**config.mk**
```make
export PLATFORM = sky130hd
export DESIGN_NAME = ptc_top
export DESIGN_NICKNAME = d
export VERILOG_FILES = /design/src/shared/ptc_pkg.sv /design/src/rtl/ptc_prescaler.sv /design/src/rtl/ptc_top.sv
export SDC_FILE = /design/constraint.sdc
export NUM_CORES = 1
export LEC_CHECK = 0
export ABC_AREA = 1
export BUFFER_PORTS_ARGS = -buffer_cell sky130_fd_sc_hd__buf_4
export CAP_MARGIN = 10
export CORE_MARGIN = 2
export CORE_UTILIZATION = 44
export CTS_CLUSTER_SIZE = 24
export DETAILED_ROUTE_END_ITERATION = 6
export MAX_ROUTING_LAYER = met4
export PLACE_DENSITY = 0.69
export SYNTH_ARGS = -nofsm -noshare
export SYNTH_HDL_FRONTEND = slang
export SYNTH_SLANG_ARGS = --single-unit
```
**constraint.sdc**
```tcl
create_clock -name core_clk_i -period 12.55 [get_ports core_clk_i]
set_clock_uncertainty 0.1 [all_clocks]
set_input_delay 1.8825 -clock core_clk_i [delete_from_list [all_inputs] [get_ports core_clk_i]]
set_output_delay 1.8825 -clock core_clk_i [all_outputs]
set_load 0.03 [all_outputs]
```
**src/shared/ptc_pkg.sv**
```systemverilog
// constants for the paired timer and input capture block
package ptc_pkg;
    // register byte offsets
    localparam logic [5:0] OFF_LOWER_CTRL  = 6'h00;
    localparam logic [5:0] OFF_UPPER_CTRL  = 6'h04;
    localparam logic [5:0] OFF_CAP_CTRL    = 6'h08;
    localparam logic [5:0] OFF_LOWER_COUNT = 6'h0C;
    localparam logic [5:0] OFF_UPPER_COUNT = 6'h10;
    localparam logic [5:0] OFF_LOWER_PER   = 6'h14;
    localparam logic [5:0] OFF_UPPER_PER   = 6'h18;
    localparam logic [5:0] OFF_CAP_BUF     = 6'h1C;
    localparam logic [5:0] OFF_STATUS      = 6'h20;
    // timer control fields
    localparam int B_RUN   = 15;
    localparam int B_IDLE  = 13;
    localparam int B_GATE  = 6;
    localparam int B_PS_LO = 4;
    localparam int B_JOIN  = 3;
    localparam int B_CS    = 1;
    localparam logic [15:0] LOWER_CTRL_MASK = 16'hA07A;
    localparam logic [15:0] UPPER_CTRL_MASK = 16'hA072;
    // capture control fields
    localparam int B_CIDLE = 13;
    localparam int B_CTB   = 7;
    localparam int B_CPI   = 5;
    localparam int B_OVF   = 4;
    localparam int B_BNE   = 3;
    localparam logic [15:0] CAP_CTRL_MASK = 16'h20E7;
    // status register bits
    localparam int B_ST_CAPIRQ = 0;
    localparam int B_ST_LOIRQ  = 1;
    localparam int B_ST_UPIRQ  = 2;
    // capture modes
    localparam logic [2:0] CM_OFF   = 3'h0;
    localparam logic [2:0] CM_BOTH  = 3'h1;
    localparam logic [2:0] CM_FALL  = 3'h2;
    localparam logic [2:0] CM_RISE  = 3'h3;
    localparam logic [2:0] CM_RISE4 = 3'h4;
    localparam logic [2:0] CM_RISE16 = 3'h5;
    localparam logic [2:0] CM_UNUSED = 3'h6;
    localparam logic [2:0] CM_WAKE  = 3'h7;
    // prescale terminal counts
    localparam logic [7:0] PS_DIV1   = 8'h00;
    localparam logic [7:0] PS_DIV8   = 8'h07;
    localparam logic [7:0] PS_DIV64  = 8'h3F;
    localparam logic [7:0] PS_DIV256 = 8'hFF;
    localparam logic [3:0] PRE4_LAST  = 4'h3;
    localparam logic [3:0] PRE16_LAST = 4'hF;
    localparam int FIFO_DEPTH = 4;
    localparam logic [2:0] FIFO_FULL = 3'h4;
    localparam logic [15:0] PER_RESET = 16'hFFFF;
    localparam logic [1:0] RESP_OKAY   = 2'h0;
    localparam logic [1:0] RESP_SLVERR = 2'h2;
endpackage
```
**src/rtl/ptc_prescaler.sv**
```systemverilog
// one timer's clock select, gate and prescale stage
module ptc_prescaler (
    input  wire logic       clk_i,
    input  wire logic       rst_n_i,
    input  wire logic       run_i,
    input  wire logic       ext_sel_i,
    input  wire logic       gate_en_i,
    input  wire logic       gate_i,
    input  wire logic       ext_rise_i,
    input  wire logic [1:0] ps_sel_i,
    output logic            tick_o
);
    logic [7:0] cnt;
    logic [7:0] next_cnt;
    logic [7:0] last;
    logic       src;

    always_comb begin
        unique case (ps_sel_i)
            2'h0: last = ptc_pkg::PS_DIV1;
            2'h1: last = ptc_pkg::PS_DIV8;
            2'h2: last = ptc_pkg::PS_DIV64;
            2'h3: last = ptc_pkg::PS_DIV256;
        endcase
        // gate only counts with the internal clock
        src = ext_sel_i ? ext_rise_i : (!gate_en_i || gate_i);
        next_cnt = cnt;
        tick_o = 1'b0;
        if (!run_i) begin
            next_cnt = 8'h00;
        end else if (src) begin
            if (cnt >= last) begin
                next_cnt = 8'h00;
                tick_o = 1'b1;
            end else begin
                next_cnt = cnt + 8'h01;
            end
        end
    end

    always_ff @(posedge clk_i or negedge rst_n_i) begin
        if (!rst_n_i) begin
            cnt <= 8'h00;
        end else begin
            cnt <= next_cnt;
        end
    end
endmodule

```
**src/rtl/ptc_top.sv**
```systemverilog
// paired 16/32-bit timers with an input capture channel and AXI4-Lite registers
//
// Implementation choices: the register addresses and the AXI4-Lite slave port.
module ptc_top (
    input  wire logic        core_clk_i,
    input  wire logic        resetn_i,
    input  wire logic [5:0]  s_axi_awaddr_i,
    input  wire logic        s_axi_awvalid_i,
    output logic             s_axi_awready_o,
    input  wire logic [31:0] s_axi_wdata_i,
    input  wire logic [3:0]  s_axi_wstrb_i,
    input  wire logic        s_axi_wvalid_i,
    output logic             s_axi_wready_o,
    output logic [1:0]       s_axi_bresp_o,
    output logic             s_axi_bvalid_o,
    input  wire logic        s_axi_bready_i,
    input  wire logic [5:0]  s_axi_araddr_i,
    input  wire logic        s_axi_arvalid_i,
    output logic             s_axi_arready_o,
    output logic [31:0]      s_axi_rdata_o,
    output logic [1:0]       s_axi_rresp_o,
    output logic             s_axi_rvalid_o,
    input  wire logic        s_axi_rready_i,
    input  wire logic        lower_ext_clock_pin_i,
    input  wire logic        upper_ext_clock_pin_i,
    input  wire logic        lower_gate_pin_i,
    input  wire logic        upper_gate_pin_i,
    input  wire logic        capture_input_pin_i,
    input  wire logic        cpu_idle_i,
    input  wire logic        cpu_sleep_i,
    output logic             capture_irq_o,
    output logic             lower_match_o,
    output logic             upper_match_o,
    output logic             wake_o
);
    logic [1:0]  rst_sync;
    logic        rst_n;
    logic [15:0] lower_timer_control, upper_timer_control, capture_channel_control;
    logic [15:0] next_lower_ctrl, next_upper_ctrl, next_cap_ctrl;
    logic [15:0] lower_count, upper_count, next_lower_count, next_upper_count;
    logic [15:0] lower_period, upper_period, next_lower_period, next_upper_period;
    logic [15:0] fifo_mem [ptc_pkg::FIFO_DEPTH];
    logic [15:0] next_fifo_mem [ptc_pkg::FIFO_DEPTH];
    logic [1:0]  wr_ptr, rd_ptr, next_wr_ptr, next_rd_ptr;
    logic [2:0]  fill, next_fill;
    logic        ovf, next_ovf;
    logic [3:0]  edge_pre, next_edge_pre;
    logic [1:0]  irq_cnt, next_irq_cnt;
    logic [2:0]  sticky, next_sticky;
    logic [2:0]  pin_s1, pin_s2, pin_s3;
    logic        aw_held, w_held, next_aw_held, next_w_held;
    logic [5:0]  aw_addr, next_aw_addr;
    logic [31:0] w_data, next_w_data;
    logic [3:0]  w_strb, next_w_strb;
    logic        bvalid, next_bvalid, bslverr, next_bslverr;
    logic        rvalid, next_rvalid, rslverr, next_rslverr;
    logic [31:0] rdata, next_rdata;
    logic        join_mode, lower_run, upper_run, lower_tick, upper_tick;
    logic        lower_hit, upper_hit, cap_rise, cap_fall, cap_event, cap_on, buf_pop;
    logic        wr_fire, rd_fire, lower_ext_rise, upper_ext_rise;
    logic [2:0]  cap_mode;
    logic [15:0] lo_ctrl_eff;

    // reset release through two flops
    always_ff @(posedge core_clk_i or negedge resetn_i) begin
        if (!resetn_i) begin
            rst_sync <= 2'h0;
        end else begin
            rst_sync <= {rst_sync[0], 1'b1};
        end
    end
    assign rst_n = rst_sync[1];

    // pins: two-flop sync, third flop for edges; order capture, upper clk, lower clk
    always_ff @(posedge core_clk_i or negedge rst_n) begin
        if (!rst_n) begin
            pin_s1 <= 3'h0;
            pin_s2 <= 3'h0;
            pin_s3 <= 3'h0;
        end else begin
            pin_s1 <= {capture_input_pin_i, upper_ext_clock_pin_i, lower_ext_clock_pin_i};
            pin_s2 <= pin_s1;
            pin_s3 <= pin_s2;
        end
    end
    assign lower_ext_rise = pin_s2[0] && !pin_s3[0];
    assign upper_ext_rise = pin_s2[1] && !pin_s3[1];
    assign cap_rise       = pin_s2[2] && !pin_s3[2];
    assign cap_fall       = !pin_s2[2] && pin_s3[2];

    assign lo_ctrl_eff = lower_timer_control;
    assign join_mode = lo_ctrl_eff[ptc_pkg::B_JOIN];
    assign lower_run = lo_ctrl_eff[ptc_pkg::B_RUN]
                       && !(cpu_idle_i && lo_ctrl_eff[ptc_pkg::B_IDLE]);
    assign upper_run = upper_timer_control[ptc_pkg::B_RUN] && !join_mode
                       && !(cpu_idle_i && upper_timer_control[ptc_pkg::B_IDLE]);

    ptc_prescaler u_lower_ps (
        .clk_i      (core_clk_i),
        .rst_n_i    (rst_n),
        .run_i      (lower_run),
        .ext_sel_i  (lo_ctrl_eff[ptc_pkg::B_CS]),
        .gate_en_i  (lo_ctrl_eff[ptc_pkg::B_GATE]),
        .gate_i     (lower_gate_pin_i),
        .ext_rise_i (lower_ext_rise),
        .ps_sel_i   (lo_ctrl_eff[ptc_pkg::B_PS_LO +: 2]),
        .tick_o     (lower_tick)
    );

    ptc_prescaler u_upper_ps (
        .clk_i      (core_clk_i),
        .rst_n_i    (rst_n),
        .run_i      (upper_run),
        .ext_sel_i  (upper_timer_control[ptc_pkg::B_CS]),
        .gate_en_i  (upper_timer_control[ptc_pkg::B_GATE]),
        .gate_i     (upper_gate_pin_i),
        .ext_rise_i (upper_ext_rise),
        .ps_sel_i   (upper_timer_control[ptc_pkg::B_PS_LO +: 2]),
        .tick_o     (upper_tick)
    );

    // period matches
    always_comb begin
        if (join_mode) begin
            lower_hit = 1'b0;
            upper_hit = lower_tick && {upper_count, lower_count}
                        == {upper_period, lower_period};
        end else begin
            lower_hit = lower_tick && lower_count == lower_period;
            upper_hit = upper_tick && upper_count == upper_period;
        end
    end
    assign lower_match_o = lower_hit;
    assign upper_match_o = upper_hit;

    assign cap_mode = capture_channel_control[2:0];
    assign cap_on = !(cpu_idle_i && capture_channel_control[ptc_pkg::B_CIDLE]);
    assign wake_o = (cpu_sleep_i || cpu_idle_i) && cap_mode == ptc_pkg::CM_WAKE
                    && cap_rise;

    // capture event qualification
    always_comb begin
        cap_event = 1'b0;
        next_edge_pre = edge_pre;
        unique case (cap_mode)
            ptc_pkg::CM_BOTH:  cap_event = cap_rise || cap_fall;
            ptc_pkg::CM_FALL:  cap_event = cap_fall;
            ptc_pkg::CM_RISE:  cap_event = cap_rise;
            ptc_pkg::CM_RISE4, ptc_pkg::CM_RISE16: begin
                if (cap_rise && cap_on) begin
                    if (edge_pre == (cap_mode == ptc_pkg::CM_RISE4 ? ptc_pkg::PRE4_LAST
                                                                   : ptc_pkg::PRE16_LAST)) begin
                        next_edge_pre = 4'h0;
                        cap_event = 1'b1;
                    end else begin
                        next_edge_pre = edge_pre + 4'h1;
                    end
                end
            end
            ptc_pkg::CM_OFF, ptc_pkg::CM_UNUSED, ptc_pkg::CM_WAKE: begin
                next_edge_pre = 4'h0;
            end
        endcase
        cap_event = cap_event && cap_on;
    end

    assign wr_fire = aw_held && w_held && !bvalid;
    assign rd_fire = s_axi_arvalid_i && !rvalid;
    assign buf_pop = rd_fire && s_axi_araddr_i == ptc_pkg::OFF_CAP_BUF && fill != 3'h0;

    // timers, fifo, control and status registers
    always_comb begin
        next_lower_ctrl = lower_timer_control;
        next_upper_ctrl = upper_timer_control;
        next_cap_ctrl = capture_channel_control;
        next_lower_period = lower_period;
        next_upper_period = upper_period;
        next_lower_count = lower_count;
        next_upper_count = upper_count;
        next_fifo_mem = fifo_mem;
        next_wr_ptr = wr_ptr;
        next_rd_ptr = rd_ptr;
        next_fill = fill;
        next_ovf = ovf;
        next_irq_cnt = irq_cnt;
        next_sticky = sticky;
        if (join_mode) begin
            if (upper_hit) begin
                next_lower_count = 16'h0000;
                next_upper_count = 16'h0000;
            end else if (lower_tick) begin
                {next_upper_count, next_lower_count} = {upper_count, lower_count} + 32'h1;
            end
        end else begin
            if (lower_hit) begin
                next_lower_count = 16'h0000;
            end else if (lower_tick) begin
                next_lower_count = lower_count + 16'h0001;
            end
            if (upper_hit) begin
                next_upper_count = 16'h0000;
            end else if (upper_tick) begin
                next_upper_count = upper_count + 16'h0001;
            end
        end
        if (wr_fire) begin
            unique case (aw_addr)
                ptc_pkg::OFF_LOWER_CTRL:  next_lower_ctrl = w_data[15:0] & ptc_pkg::LOWER_CTRL_MASK;
                ptc_pkg::OFF_UPPER_CTRL:  next_upper_ctrl = w_data[15:0] & ptc_pkg::UPPER_CTRL_MASK;
                ptc_pkg::OFF_CAP_CTRL:    next_cap_ctrl = w_data[15:0] & ptc_pkg::CAP_CTRL_MASK;
                ptc_pkg::OFF_LOWER_COUNT: next_lower_count = w_data[15:0];
                ptc_pkg::OFF_UPPER_COUNT: next_upper_count = w_data[15:0];
                ptc_pkg::OFF_LOWER_PER:   next_lower_period = w_data[15:0];
                ptc_pkg::OFF_UPPER_PER:   next_upper_period = w_data[15:0];
                ptc_pkg::OFF_STATUS:      next_sticky = sticky & ~w_data[2:0];
                default: ;
            endcase
            // turning the channel off clears its buffer and overflow flag; a buffer read in the same cycle still pops, a capture still pushes or sets overflow
            if (aw_addr == ptc_pkg::OFF_CAP_CTRL && w_data[2:0] == ptc_pkg::CM_OFF) begin
                next_fill = 3'h0;
                next_rd_ptr = 2'h0;
                next_wr_ptr = 2'h0;
                next_ovf = 1'b0;
                next_irq_cnt = 2'h0;
            end
        end
        if (buf_pop) begin
            next_rd_ptr = rd_ptr + 2'h1;
            next_fill = next_fill - 3'h1;
        end
        if (cap_event) begin
            if (fill == ptc_pkg::FIFO_FULL && !buf_pop) begin
                next_ovf = 1'b1;
            end else begin
                next_fifo_mem[wr_ptr] = capture_channel_control[ptc_pkg::B_CTB]
                                        ? lower_count : upper_count;
                next_wr_ptr = wr_ptr + 2'h1;
                next_fill = next_fill + 3'h1;
            end
            if (cap_mode == ptc_pkg::CM_BOTH
                || irq_cnt == capture_channel_control[ptc_pkg::B_CPI +: 2]) begin
                next_irq_cnt = 2'h0;
                next_sticky[ptc_pkg::B_ST_CAPIRQ] = 1'b1;
            end else begin
                next_irq_cnt = irq_cnt + 2'h1;
            end
        end
        if (wake_o) begin
            next_sticky[ptc_pkg::B_ST_CAPIRQ] = 1'b1;
        end
        if (lower_hit) begin
            next_sticky[ptc_pkg::B_ST_LOIRQ] = 1'b1;
        end
        if (upper_hit) begin
            next_sticky[ptc_pkg::B_ST_UPIRQ] = 1'b1;
        end
    end
    assign capture_irq_o = sticky[ptc_pkg::B_ST_CAPIRQ];

    // AXI4-Lite handshake
    always_comb begin
        next_aw_held = aw_held;
        next_w_held = w_held;
        next_aw_addr = aw_addr;
        next_w_data = w_data;
        next_w_strb = w_strb;
        next_bvalid = bvalid;
        next_bslverr = bslverr;
        next_rvalid = rvalid;
        next_rslverr = rslverr;
        next_rdata = rdata;
        if (s_axi_awvalid_i && !aw_held) begin
            next_aw_held = 1'b1;
            next_aw_addr = s_axi_awaddr_i;
        end
        if (s_axi_wvalid_i && !w_held) begin
            next_w_held = 1'b1;
            next_w_data = s_axi_wdata_i;
            next_w_strb = s_axi_wstrb_i;
        end
        if (wr_fire) begin
            next_aw_held = 1'b0;
            next_w_held = 1'b0;
            next_bvalid = 1'b1;
            next_bslverr = aw_addr > ptc_pkg::OFF_STATUS || aw_addr[1:0] != 2'h0;
        end
        if (bvalid && s_axi_bready_i) begin
            next_bvalid = 1'b0;
        end
        if (rd_fire) begin
            next_rvalid = 1'b1;
            next_rslverr = 1'b0;
            unique case (s_axi_araddr_i)
                ptc_pkg::OFF_LOWER_CTRL:  next_rdata = {16'h0000, lower_timer_control};
                ptc_pkg::OFF_UPPER_CTRL:  next_rdata = {16'h0000, upper_timer_control};
                ptc_pkg::OFF_CAP_CTRL: begin
                    next_rdata = {16'h0000, capture_channel_control};
                    next_rdata[ptc_pkg::B_OVF] = ovf;
                    next_rdata[ptc_pkg::B_BNE] = fill != 3'h0;
                end
                ptc_pkg::OFF_LOWER_COUNT: next_rdata = {16'h0000, lower_count};
                ptc_pkg::OFF_UPPER_COUNT: next_rdata = {16'h0000, upper_count};
                ptc_pkg::OFF_LOWER_PER:   next_rdata = {16'h0000, lower_period};
                ptc_pkg::OFF_UPPER_PER:   next_rdata = {16'h0000, upper_period};
                ptc_pkg::OFF_CAP_BUF:     next_rdata = {16'h0000, fifo_mem[rd_ptr]};
                ptc_pkg::OFF_STATUS:      next_rdata = {29'h0, sticky};
                default: begin
                    next_rdata = 32'h0;
                    next_rslverr = 1'b1;
                end
            endcase
        end
        if (rvalid && s_axi_rready_i) begin
            next_rvalid = 1'b0;
        end
    end

    always_ff @(posedge core_clk_i or negedge rst_n) begin
        if (!rst_n) begin
            lower_timer_control <= 16'h0000;
            upper_timer_control <= 16'h0000;
            capture_channel_control <= 16'h0000;
            lower_count <= 16'h0000;
            upper_count <= 16'h0000;
            lower_period <= ptc_pkg::PER_RESET;
            upper_period <= ptc_pkg::PER_RESET;
            for (int i = 0; i < ptc_pkg::FIFO_DEPTH; i++) begin
                fifo_mem[i] <= 16'h0000;
            end
            wr_ptr <= 2'h0;
            rd_ptr <= 2'h0;
            fill <= 3'h0;
            ovf <= 1'b0;
            edge_pre <= 4'h0;
            irq_cnt <= 2'h0;
            sticky <= 3'h0;
            aw_held <= 1'b0;
            w_held <= 1'b0;
            aw_addr <= 6'h00;
            w_data <= 32'h0;
            w_strb <= 4'h0;
            bvalid <= 1'b0;
            bslverr <= 1'b0;
            rvalid <= 1'b0;
            rslverr <= 1'b0;
            rdata <= 32'h0;
        end else begin
            lower_timer_control <= next_lower_ctrl;
            upper_timer_control <= next_upper_ctrl;
            capture_channel_control <= next_cap_ctrl;
            lower_count <= next_lower_count;
            upper_count <= next_upper_count;
            lower_period <= next_lower_period;
            upper_period <= next_upper_period;
            fifo_mem <= next_fifo_mem;
            wr_ptr <= next_wr_ptr;
            rd_ptr <= next_rd_ptr;
            fill <= next_fill;
            ovf <= next_ovf;
            edge_pre <= next_edge_pre;
            irq_cnt <= next_irq_cnt;
            sticky <= next_sticky;
            aw_held <= next_aw_held;
            w_held <= next_w_held;
            aw_addr <= next_aw_addr;
            w_data <= next_w_data;
            w_strb <= next_w_strb;
            bvalid <= next_bvalid;
            bslverr <= next_bslverr;
            rvalid <= next_rvalid;
            rslverr <= next_rslverr;
            rdata <= next_rdata;
        end
    end

    assign s_axi_awready_o = !aw_held;
    assign s_axi_wready_o = !w_held;
    assign s_axi_bvalid_o = bvalid;
    assign s_axi_bresp_o = bslverr ? ptc_pkg::RESP_SLVERR : ptc_pkg::RESP_OKAY;
    assign s_axi_arready_o = !rvalid;
    assign s_axi_rvalid_o = rvalid;
    assign s_axi_rdata_o = rdata;
    assign s_axi_rresp_o = rslverr ? ptc_pkg::RESP_SLVERR : ptc_pkg::RESP_OKAY;
endmodule

```
======== Word-level counts from Yosys, hierarchy flattened ========
Index checks and enable logic that the tools add are counted.
storage, ports and cells
  bits in registers ....................... 252
  bits of input ports ..................... 62
  output and inout port bits .............. 45
  logic and storage cells ................. 262
cells by class
  add/sub/neg operators ................... 11
  order comparisons ....................... 6
  equal/unequal tests ..................... 37
  bitwise gates (word level) .............. 5
  muxes and demuxes ....................... 83
  reduce and logical (&&, ||, !) cells .... 85
operators by type and width
  operator                                                          number
  16-bit two-way mux                                                18
  16-bit case mux with 9 select lines                               1
  64-bit bitwise mux                                                1
  8-bit case mux with 4 select lines                                2
  8-bit two-way mux                                                 6
  6-bit by 5-bit == test with 1-bit output (second input constant)  7
  16-bit by 1-bit adder with 16-bit output (second input constant)  2
  32-bit by 1-bit adder with 32-bit output (second input constant)  1
  16-bit binary-select mux with 2-bit select                        1
  16-bit demux with 2-bit select                                    1
  16-bit == test                                                    2
  32-bit == test                                                    1
  1-bit two-way mux                                                 30
  1-bit logical AND                                                 29
  2-bit nonzero test                                                14
  6-bit by 4-bit == test with 1-bit output (second input constant)  4
  2-bit two-way mux                                                 11
  2-bit AND reduction                                               11
  3-bit two-way mux                                                 7
  8-bit by 1-bit adder with 8-bit output (second input constant)    2
  8-bit greater-or-equal comparator                                 2
  3-bit == test (second input constant)                             5
  1-bit logical NOT                                                 15
  6-bit by 3-bit == test with 1-bit output (second input constant)  2
  other kinds (30)                                                  52

======== Logic depth before layout (Yosys ltp) ========
Gate-level depths: netlist of the first run.
  word-level depth ........................ 12
  depth in mapped cells ................... 18
  gate-level depth less buffers ........... 18

======== Modules after synthesis ========
Synthesis of the first run repeated with hierarchy kept, for this count alone.
second synthesis, totals
  cells, all modules ...................... 1819
  area, all modules ....................... 13446.6 sq um
by module, submodules not included
  module         times used  sequential area each (sq um)  area each (sq um)  cells each
  ptc_top        1           5545.3                        12115.4            1645
  ptc_prescaler  2           200.2                         665.6              87

======== Worst setup path after synthesis of the first run ========
No wires, ideal clock.
  path type ............................... input port to output port
  start point ............................. input port lower_gate_pin_i
  end point ............................... output port upper_match_o
  arrival time ............................ 3.068 ns
  stages on the path ...................... 11
  setup slack ............................. 7.499 ns
  data required time ...................... 10.567 ns
  path buffers ............................ 1
  path through ............................ o21ai_0 o21ai_0 inv_1 nor2_1 inv_1 a21oi_1 buf_2 nand2_1 nand2_1 nand2_1 inv_1
on the way
  cells in the longest elaborated chain, start to end .. 6
RTL lines
  what               line                 source
  start, declared    ptc_top.sv:26        input wire logic lower_gate_pin_i,
  1-bit logical OR   ptc_prescaler.sv:26  src = ext_sel_i ? ext_rise_i : (!gate_en_i || gate_i);
  1-bit two-way mux  ptc_prescaler.sv:26
  1-bit two-way mux  ptc_prescaler.sv:31  end else if (src) begin
  1-bit two-way mux  ptc_prescaler.sv:29  if (!run_i) begin
  1-bit logical AND  ptc_top.sv:126       upper_hit = lower_tick && {upper_count, lower_count}
  1-bit two-way mux  ptc_top.sv:124       if (join_mode) begin
  end, declared      ptc_top.sv:33        output logic upper_match_o,
Every way passes these cells.

======== Final worst setup path of the first run ========
  start point ............................. input port cpu_idle_i
  end point ............................... output port upper_match_o
on the way
  cells in the longest elaborated chain, start to end .. 6
  elaborated cells between the ends (all ways) .. 11
  classes of those cells .................. mux: 3; reduce/logical: 8
RTL lines
  what                                         line                            source
  start, declared                              ptc_top.sv:29                   input wire logic cpu_idle_i,
  1-bit logical AND, on equally long branches  ptc_top.sv:96, ptc_top.sv:94
  1-bit logical NOT, on equally long branches  ptc_top.sv:96, ptc_top.sv:94
  1-bit logical AND, on equally long branches  ptc_top.sv:96, ptc_top.sv:94
  1-bit two-way mux                            ptc_prescaler.sv:29
  1-bit logical AND, on equally long branches  ptc_top.sv:130, ptc_top.sv:126
  1-bit two-way mux *                          ptc_top.sv:124
Every way passes the cells marked *; elsewhere a longest branch is shown, timed or not.

==> results of run 1 <==
flip-flops by register name, summed over array words and instances (netlist names), 3 cells and up:
register / count
upper_period: 16
s_axi_rdata_o: 16
pin_s2: 3
fill: 3
upper_timer_control: 6
u_upper_ps.cnt: 8
upper_count: 16
lower_period: 16
capture_channel_control: 7
u_lower_ps.cnt: 8
pin_s1: 3
aw_addr: 6
pin_s3: 3
w_data: 16
fifo_mem: 64
lo_ctrl_eff: 7
edge_pre: 4
lower_count: 16
sticky: 3
power breakdown:
| group | internal [uW] | switching [uW] | leakage [uW] | total [uW] |
|---|---|---|---|---|
| Sequential | 1070 | 268 | 0.00287 | 1340 |
| Clock | 516 | 320 | 0.000470 | 836 |
| Combinational | 413 | 1000 | 0.00416 | 1420 |
| Total | 2000 | 1590 | 0.00750 | 3590 |
cells by family after synthesis:
group                      share of synthesized area (%)
and+or+nand+nor                                    26.67
AOI/OAI and AO/OA                                  14.91
buffers and inverters                              9.993
DFF                                                43.48
xor gates and xnor gates                           2.361
adders and majority gates                          2.288
muxes                                             0.2471
other                                            0.05493
path summary, 6_finish.rpt:
path	startpoint	endpoint	slack, ns	cells after the start
min	rst_sync[1]$_DFF_PN0_	aw_addr[1]$_DFFE_PN0P_	0.13	0
min in group core_clk_i	pin_s1[2]$_DFF_PN0_	pin_s2[2]$_DFF_PN0_	0.26	0
min reg2reg	rst_sync[1]$_DFF_PN0_	aw_addr[1]$_DFFE_PN0P_	0.13	0
max	cpu_idle_i	upper_match_o	6.92	12
max reg2reg	lo_ctrl_eff[5]$_DFFE_PN0P_	lower_count[7]$_DFF_PN0_	9.33	13
max in group asynchronous	rst_sync[1]$_DFF_PN0_	s_axi_rdata_o[7]$_DFFE_PN0P_	10.04	2
Yosys cell counts (3+ instances only):
cell	instances	share of area (%)
clkinv_1	4	0.11
nor2_2	5	0.23
dfstp_2	32	6.1
o221ai_1	6	0.38
inv_2	3	0.082
nand2_2	10	0.46
inv_1	229	6.3
clkbuf_2	3	0.11
xor2_1	28	1.8
mux2_2	3	0.25
nor2_1	163	4.5
nand4_1	20	0.92
a21oi_1	78	2.9
nor3_1	17	0.62
nor2_4	4	0.33
nand2_1	541	15
buf_4	20	1.1
clkbuf_1	37	1.0
dfrtp_1	204	37
a31oi_1	7	0.32
buf_2	16	0.59
a21o_1	5	0.27
o211ai_1	8	0.44
nor4_1	3	0.14
buf_6	6	0.49
o31ai_1	7	0.38
a32oi_1	4	0.26
ha_1	25	2.3
xnor2_1	7	0.45
nand3_1	103	3.8
o21ai_2	4	0.26
o21ai_1	22	0.81
o21ai_0	183	6.7
o22ai_1	30	1.4
per-stage QoR:
stage	util, %	hold slack, ns	std cells	cell area [um^2]
floorplan	-	0.2312	1884	13740
CTS	50.00	0.1439	2323	15290
detailed placement	46.87	0.1374	2271	14340
global route	50.00	0.1625	2323	15290
finish	50.00	0.1289	2323	15290
global placement	46.87	0.1313	2271	14340
layout by cell type (no fill, tap or decap), drive strengths merged, types with 3 or more instances in the layout:
cell type,synthesis,final
o211ai,8,8
xnor2,7,7
clkbuf,40,48
o31ai,7,7
o22ai,30,30
dfrtp,204,204
nor3,19,19
a31oi,7,7
o221ai,6,6
clkinv,4,6
dfstp,32,32
buf,45,76
nand2,552,552
nor2,173,173
nand4,21,21
a32oi,4,4
a21oi,78,78
a21o,5,5
inv,233,233
xor2,29,29
nand3,104,104
ha,25,25
nor4,3,3
mux2,3,3
o21ai,209,209
conb,2,19
metal layers:
layer	vias to the layer above	wire, um
met2	456	19000
met1	6018	18420
met4	0	830
met3	62	2696
li1	6076	-
met5	-	0
area by class of cell:
type                    instances  area share (%)
clock buffers                  48           5.801
clock inverters                 4          0.4582
inverters                     237           5.833
multi-input cells            1326           42.04
flip-flops and latches        236           38.90
well taps                     396           3.240
repair buffers                 76           3.731
==> results_dict.tcl, run 1 <==
set metrics [dict create \
    root_buffer "clkbuf_16" \
    cts_buffers 28 \
    cts_tree "yes" \
    nFillCells 3018 \
    critPathTopFamily "buffers and inverters" \
    cp_max_fo 30 \
    pin_count 107 \
    finalPower_uw 3592 \
    synth_flop_cell "dfrtp_1" \
    max_freq_mhz 177.6 \
    start_util_pct 44.70 \
    ff_latch_area_um2 5949 \
    clk_pin_slew_ns 0.06 \
    port_buffers 68 \
    status "complete, no violations" \
    grt_pass1_wl_um 65580 \
    post-cts-setup-buffers 0 \
    power_density_nw_per_um2 234.8 \
    max_stage_delay_ns 0.33 \
    use_met2_pct 40.60 \
    syn_area_per_cell_um2 7.324 \
    place.gp.congestion 0.9509 \
    syn-cell-area_um2 13670 \
    path_cells "buf_4, inv_1, o21ai_0, nor2_1, inv_1, a21oi_2, buf_4, nand2_1, nand2_1, nand2_1, inv_1, buf_4" \
    antenna_found_initial 0 \
    slew_violations 0 \
    finalHoldViolCount 0 \
    fin_ws_ns 6.919 \
    ys_types 57 \
    met1_usage_pct 36.29 \
    wl_per_cell_um 17.62 \
    grtUsageTotal_pct 25.86 \
    post-route-period-util_pct 44.87 \
    layout.nets 1992 \
    drc 0 \
    setup_tns_ns 0 \
    postCtsHoldBufs 0 \
    synth-async-reset-ratio_pct 100.0 \
    synth_edf_count 0 \
    clk_path_buf_depth 3 \
    detailed_place_hpwl_um 29590 \
    multi_input_area_um2 6429 \
    p_leak_uw 0.007500 \
    via_per_inst 5.429 \
    yosysSeqAreaShare_pct 43.48 \
    synth-warning-count 0 \
    rows 64 \
    gr-total-overflow 0 \
    clk-insertion-delay-late_ns 0.55 \
    tightest_slew_ns 1.089 \
    syn_to_final_growth_pct 11.85 \
    die_h_um 180.3 \
    n_antenna_cell 0 \
    dr.pass1.iters 6 \
    synth_seq_cells 236 \
    ant_nets 0 \
    path_class "input port to primary output" \
    rsz0062_at_grt "false" \
    cp.arrival_ns 3.65 \
    grt_max_degree 80 \
    dp_slack_ns 6.934 \
    use_met3_pct 3.032 \
    cts_resized 0 \
    grt_busiest_layer "met2" \
    cp-start-kind "input port" \
    drive_gt1_share_pct 9.912 \
    cap_violations 0 \
    hold_path.class "flip-flop to asynchronous set/reset pin" \
    slew_headroom_pct 27.21 \
    setup_viol 0 \
    drt-initial-drc-count 1373 \
    dieArea_um2 32500 \
    cp-end-kind "primary output" \
    cts_max_level 1 \
    min_period_ns 5.631 \
    cts.sinks 236 \
    core_area_um2 30590 \
    netlist_instances 1867 \
    ir_worst_vdd_v 0.0001198 \
    required_ns 10.57 \
    num_vias 12610 \
    slowest_stage "buf_4" \
    first_global_vias 11860 \
    wirelength_um 40940 \
    cp_num_buf_inv 6 \
    fp.dieW_um 180.3 \
]
No activity file was read; power rests on OpenSTA's default activity.
==> run 2: changes to the inputs <==
==> constraint.sdc (replaced) <==
create_clock -name core_clk_i -period 5.4 [get_ports core_clk_i]
set_clock_uncertainty 0.1 [all_clocks]
set_input_delay 0.81 -clock core_clk_i [delete_from_list [all_inputs] [get_ports core_clk_i]]
set_output_delay 0.81 -clock core_clk_i [all_outputs]
set_load 0.03 [all_outputs]
==> run 2 against run 1 <==
First-iteration DRC count increased by 6.0%. Hold slack improved by 0.012 ns. Highest routed layer unchanged. Via count increased by 0.40%. Utilization stayed put. Non-clock buffer count rose by 1. Largest power group unchanged. Critical endpoint is now lower_match_o. Final area did not move. Clock power grew 130%. Sequential cell count unchanged. Largest cell class unchanged.
==> results_dict.tcl, run 2 (synthesis gave the netlist of run 1 again) <==
set metrics [dict create \
    status "complete, no violations" \
    largest_reg_flops 64 \
    pin_count 107 \
    hold_path.class "flip-flop to asynchronous set/reset pin" \
    dieArea_um2 32500 \
    cap_violations 0 \
    p_leak_uw 0.007499 \
    cts_max_level 1 \
    max_freq_mhz 257.5 \
    layout_commonest_cell "nand2_1" \
    cts_tree "yes" \
    r2r_cells 13 \
    drt-initial-drc-count 1455 \
    grt_busiest_layer "met2" \
    via_per_inst 5.455 \
    cp-end-kind "primary output" \
    crit_path_start "lo_ctrl_eff[5]$_DFFE_PN0P_" \
    die_h_um 180.3 \
    tightest_slew_ns 1.044 \
    power_density_nw_per_um2 544.8 \
    grtUsageTotal_pct 25.10 \
    use_met2_pct 38.52 \
    post-route-period-util_pct 71.91 \
    wirelength_um 40500 \
    use_met3_pct 2.425 \
    first_global_vias 11630 \
    root_buffer "clkbuf_16" \
    dr.pass1.iters 6 \
    required_ns 4.49 \
    cts_buffers 27 \
    gr-total-overflow 0 \
    wl_per_cell_um 17.45 \
    place_area_um2 14350 \
    max_flop_register "fifo_mem" \
    met1_usage_pct 35.79 \
    rows 64 \
    start_util_pct 44.70 \
    ant_nets 0 \
    min_period_ns 3.883 \
    reg2reg_slack_ns 2.20 \
    setup_viol 0 \
    setup_tns_ns 0 \
    grt_max_degree 158 \
    cts.sinks 236 \
    cp.arrival_ns 2.97 \
    place.gp.congestion 0.9888 \
    core_area_um2 30590 \
    grt_pass1_wl_um 63470 \
    rsz0062_at_grt "false" \
    post-cts-setup-buffers 0 \
    antenna_found_initial 0 \
    ir_worst_vdd_v 0.0002556 \
    clk_path_buf_depth 3 \
    drc 0 \
    final_cell_mix "nand2_1, inv_1, dfrtp_1, o21ai_0, nor2_1" \
    slew_headroom_pct 30.21 \
    slew_violations 0 \
    cp-start-kind "flip-flop" \
    port_buffers 68 \
    clk_pin_slew_ns 0.06 \
    layout.nets 1992 \
    finalHoldViolCount 0 \
    path_class "flip-flop to primary output" \
    fp.dieW_um 180.3 \
    detailed_place_hpwl_um 28800 \
    fin_hold_ws_ns 0.1406 \
    cp_max_fo 18 \
    n_antenna_cell 0 \
    clk-insertion-delay-late_ns 0.53 \
    r2r_start "lo_ctrl_eff[5]$_DFFE_PN0P_" \
    fin_area_um2 15290 \
    postCtsHoldBufs 1 \
    syn_to_final_growth_pct 11.85 \
    r2r-end "upper_count[8]$_DFF_PN0_" \
    drive_gt1_share_pct 10.13 \
    cts_resized 0 \
    num_vias 12660 \
]
run 2: changes by cell type in the layout (fill, tap and decap cells not counted), sizes merged:
cell,previous run,this run
clkinvlp,0,2
bufinv,2,4
clkbuf,48,35
dlygate4sd3,0,1
clkinv,6,12
run 2: critical path, stage by stage (launching register included):
cell     delay (ns)
dfrtp_1        0.40
inv_1          0.21
ha_1           0.29
a21oi_1        0.15
nor2_1         0.05
nor3_1         0.24
nand2_1        0.18
nand2_2        0.35
nor2_1         0.10
nand2_1        0.20
inv_1          0.07
buf_4          0.17
run 2: worst max-delay path by stage:
stage                                        end  cells after the start
after floorplan           aw_addr[0]$_DFFE_PN0P_                      0
after global placement             upper_match_o                     12
after detailed placement           upper_match_o                     12
after CTS                          lower_match_o                     11
after global routing               lower_match_o                     11
final                              lower_match_o                     11
run 2: power breakdown:
| group | internal [uW] | switching (uW) |
|---|---|---|
| combinational | 962 | 2340 |
| sequential | 2480 | 628 |
| clock | 1170 | 745 |
| total | 4620 | 3710 |
run 2: metal layers:
layer  part of all wire [%]  wire (um)
met1                     44      17900
met2                     45      18380
met3                    7.7       3114
met4                    2.7       1098
met5                      0          0
run 2: final cells by class:
type	count	area [um^2]
fill	3009	15300
clock buffer	35	755.7
multi-input combinational	1326	6429
sequential	236	5949
clock inverter	14	178.9
inverter	237	892.1
tap	396	495.5
timing repair buffer	77	593.1
run 2: stage by stage:
step / utilization [%] / cells / power, uW / setup slack, ns
3_5_place_dp: 46.91 / 2271 / 6344 / 1.917
4_1_cts: 50.00 / 2321 / 8292 / 1.486
3_3_place_gp: 46.91 / 2271 / 6252 / 1.955
2_1_floorplan: - / 1884 / 5362 / 1.453
5_1_grt: 50.00 / 2321 / 8915 / 1.268
6_report: 50.00 / 2321 / 8332 / 1.517
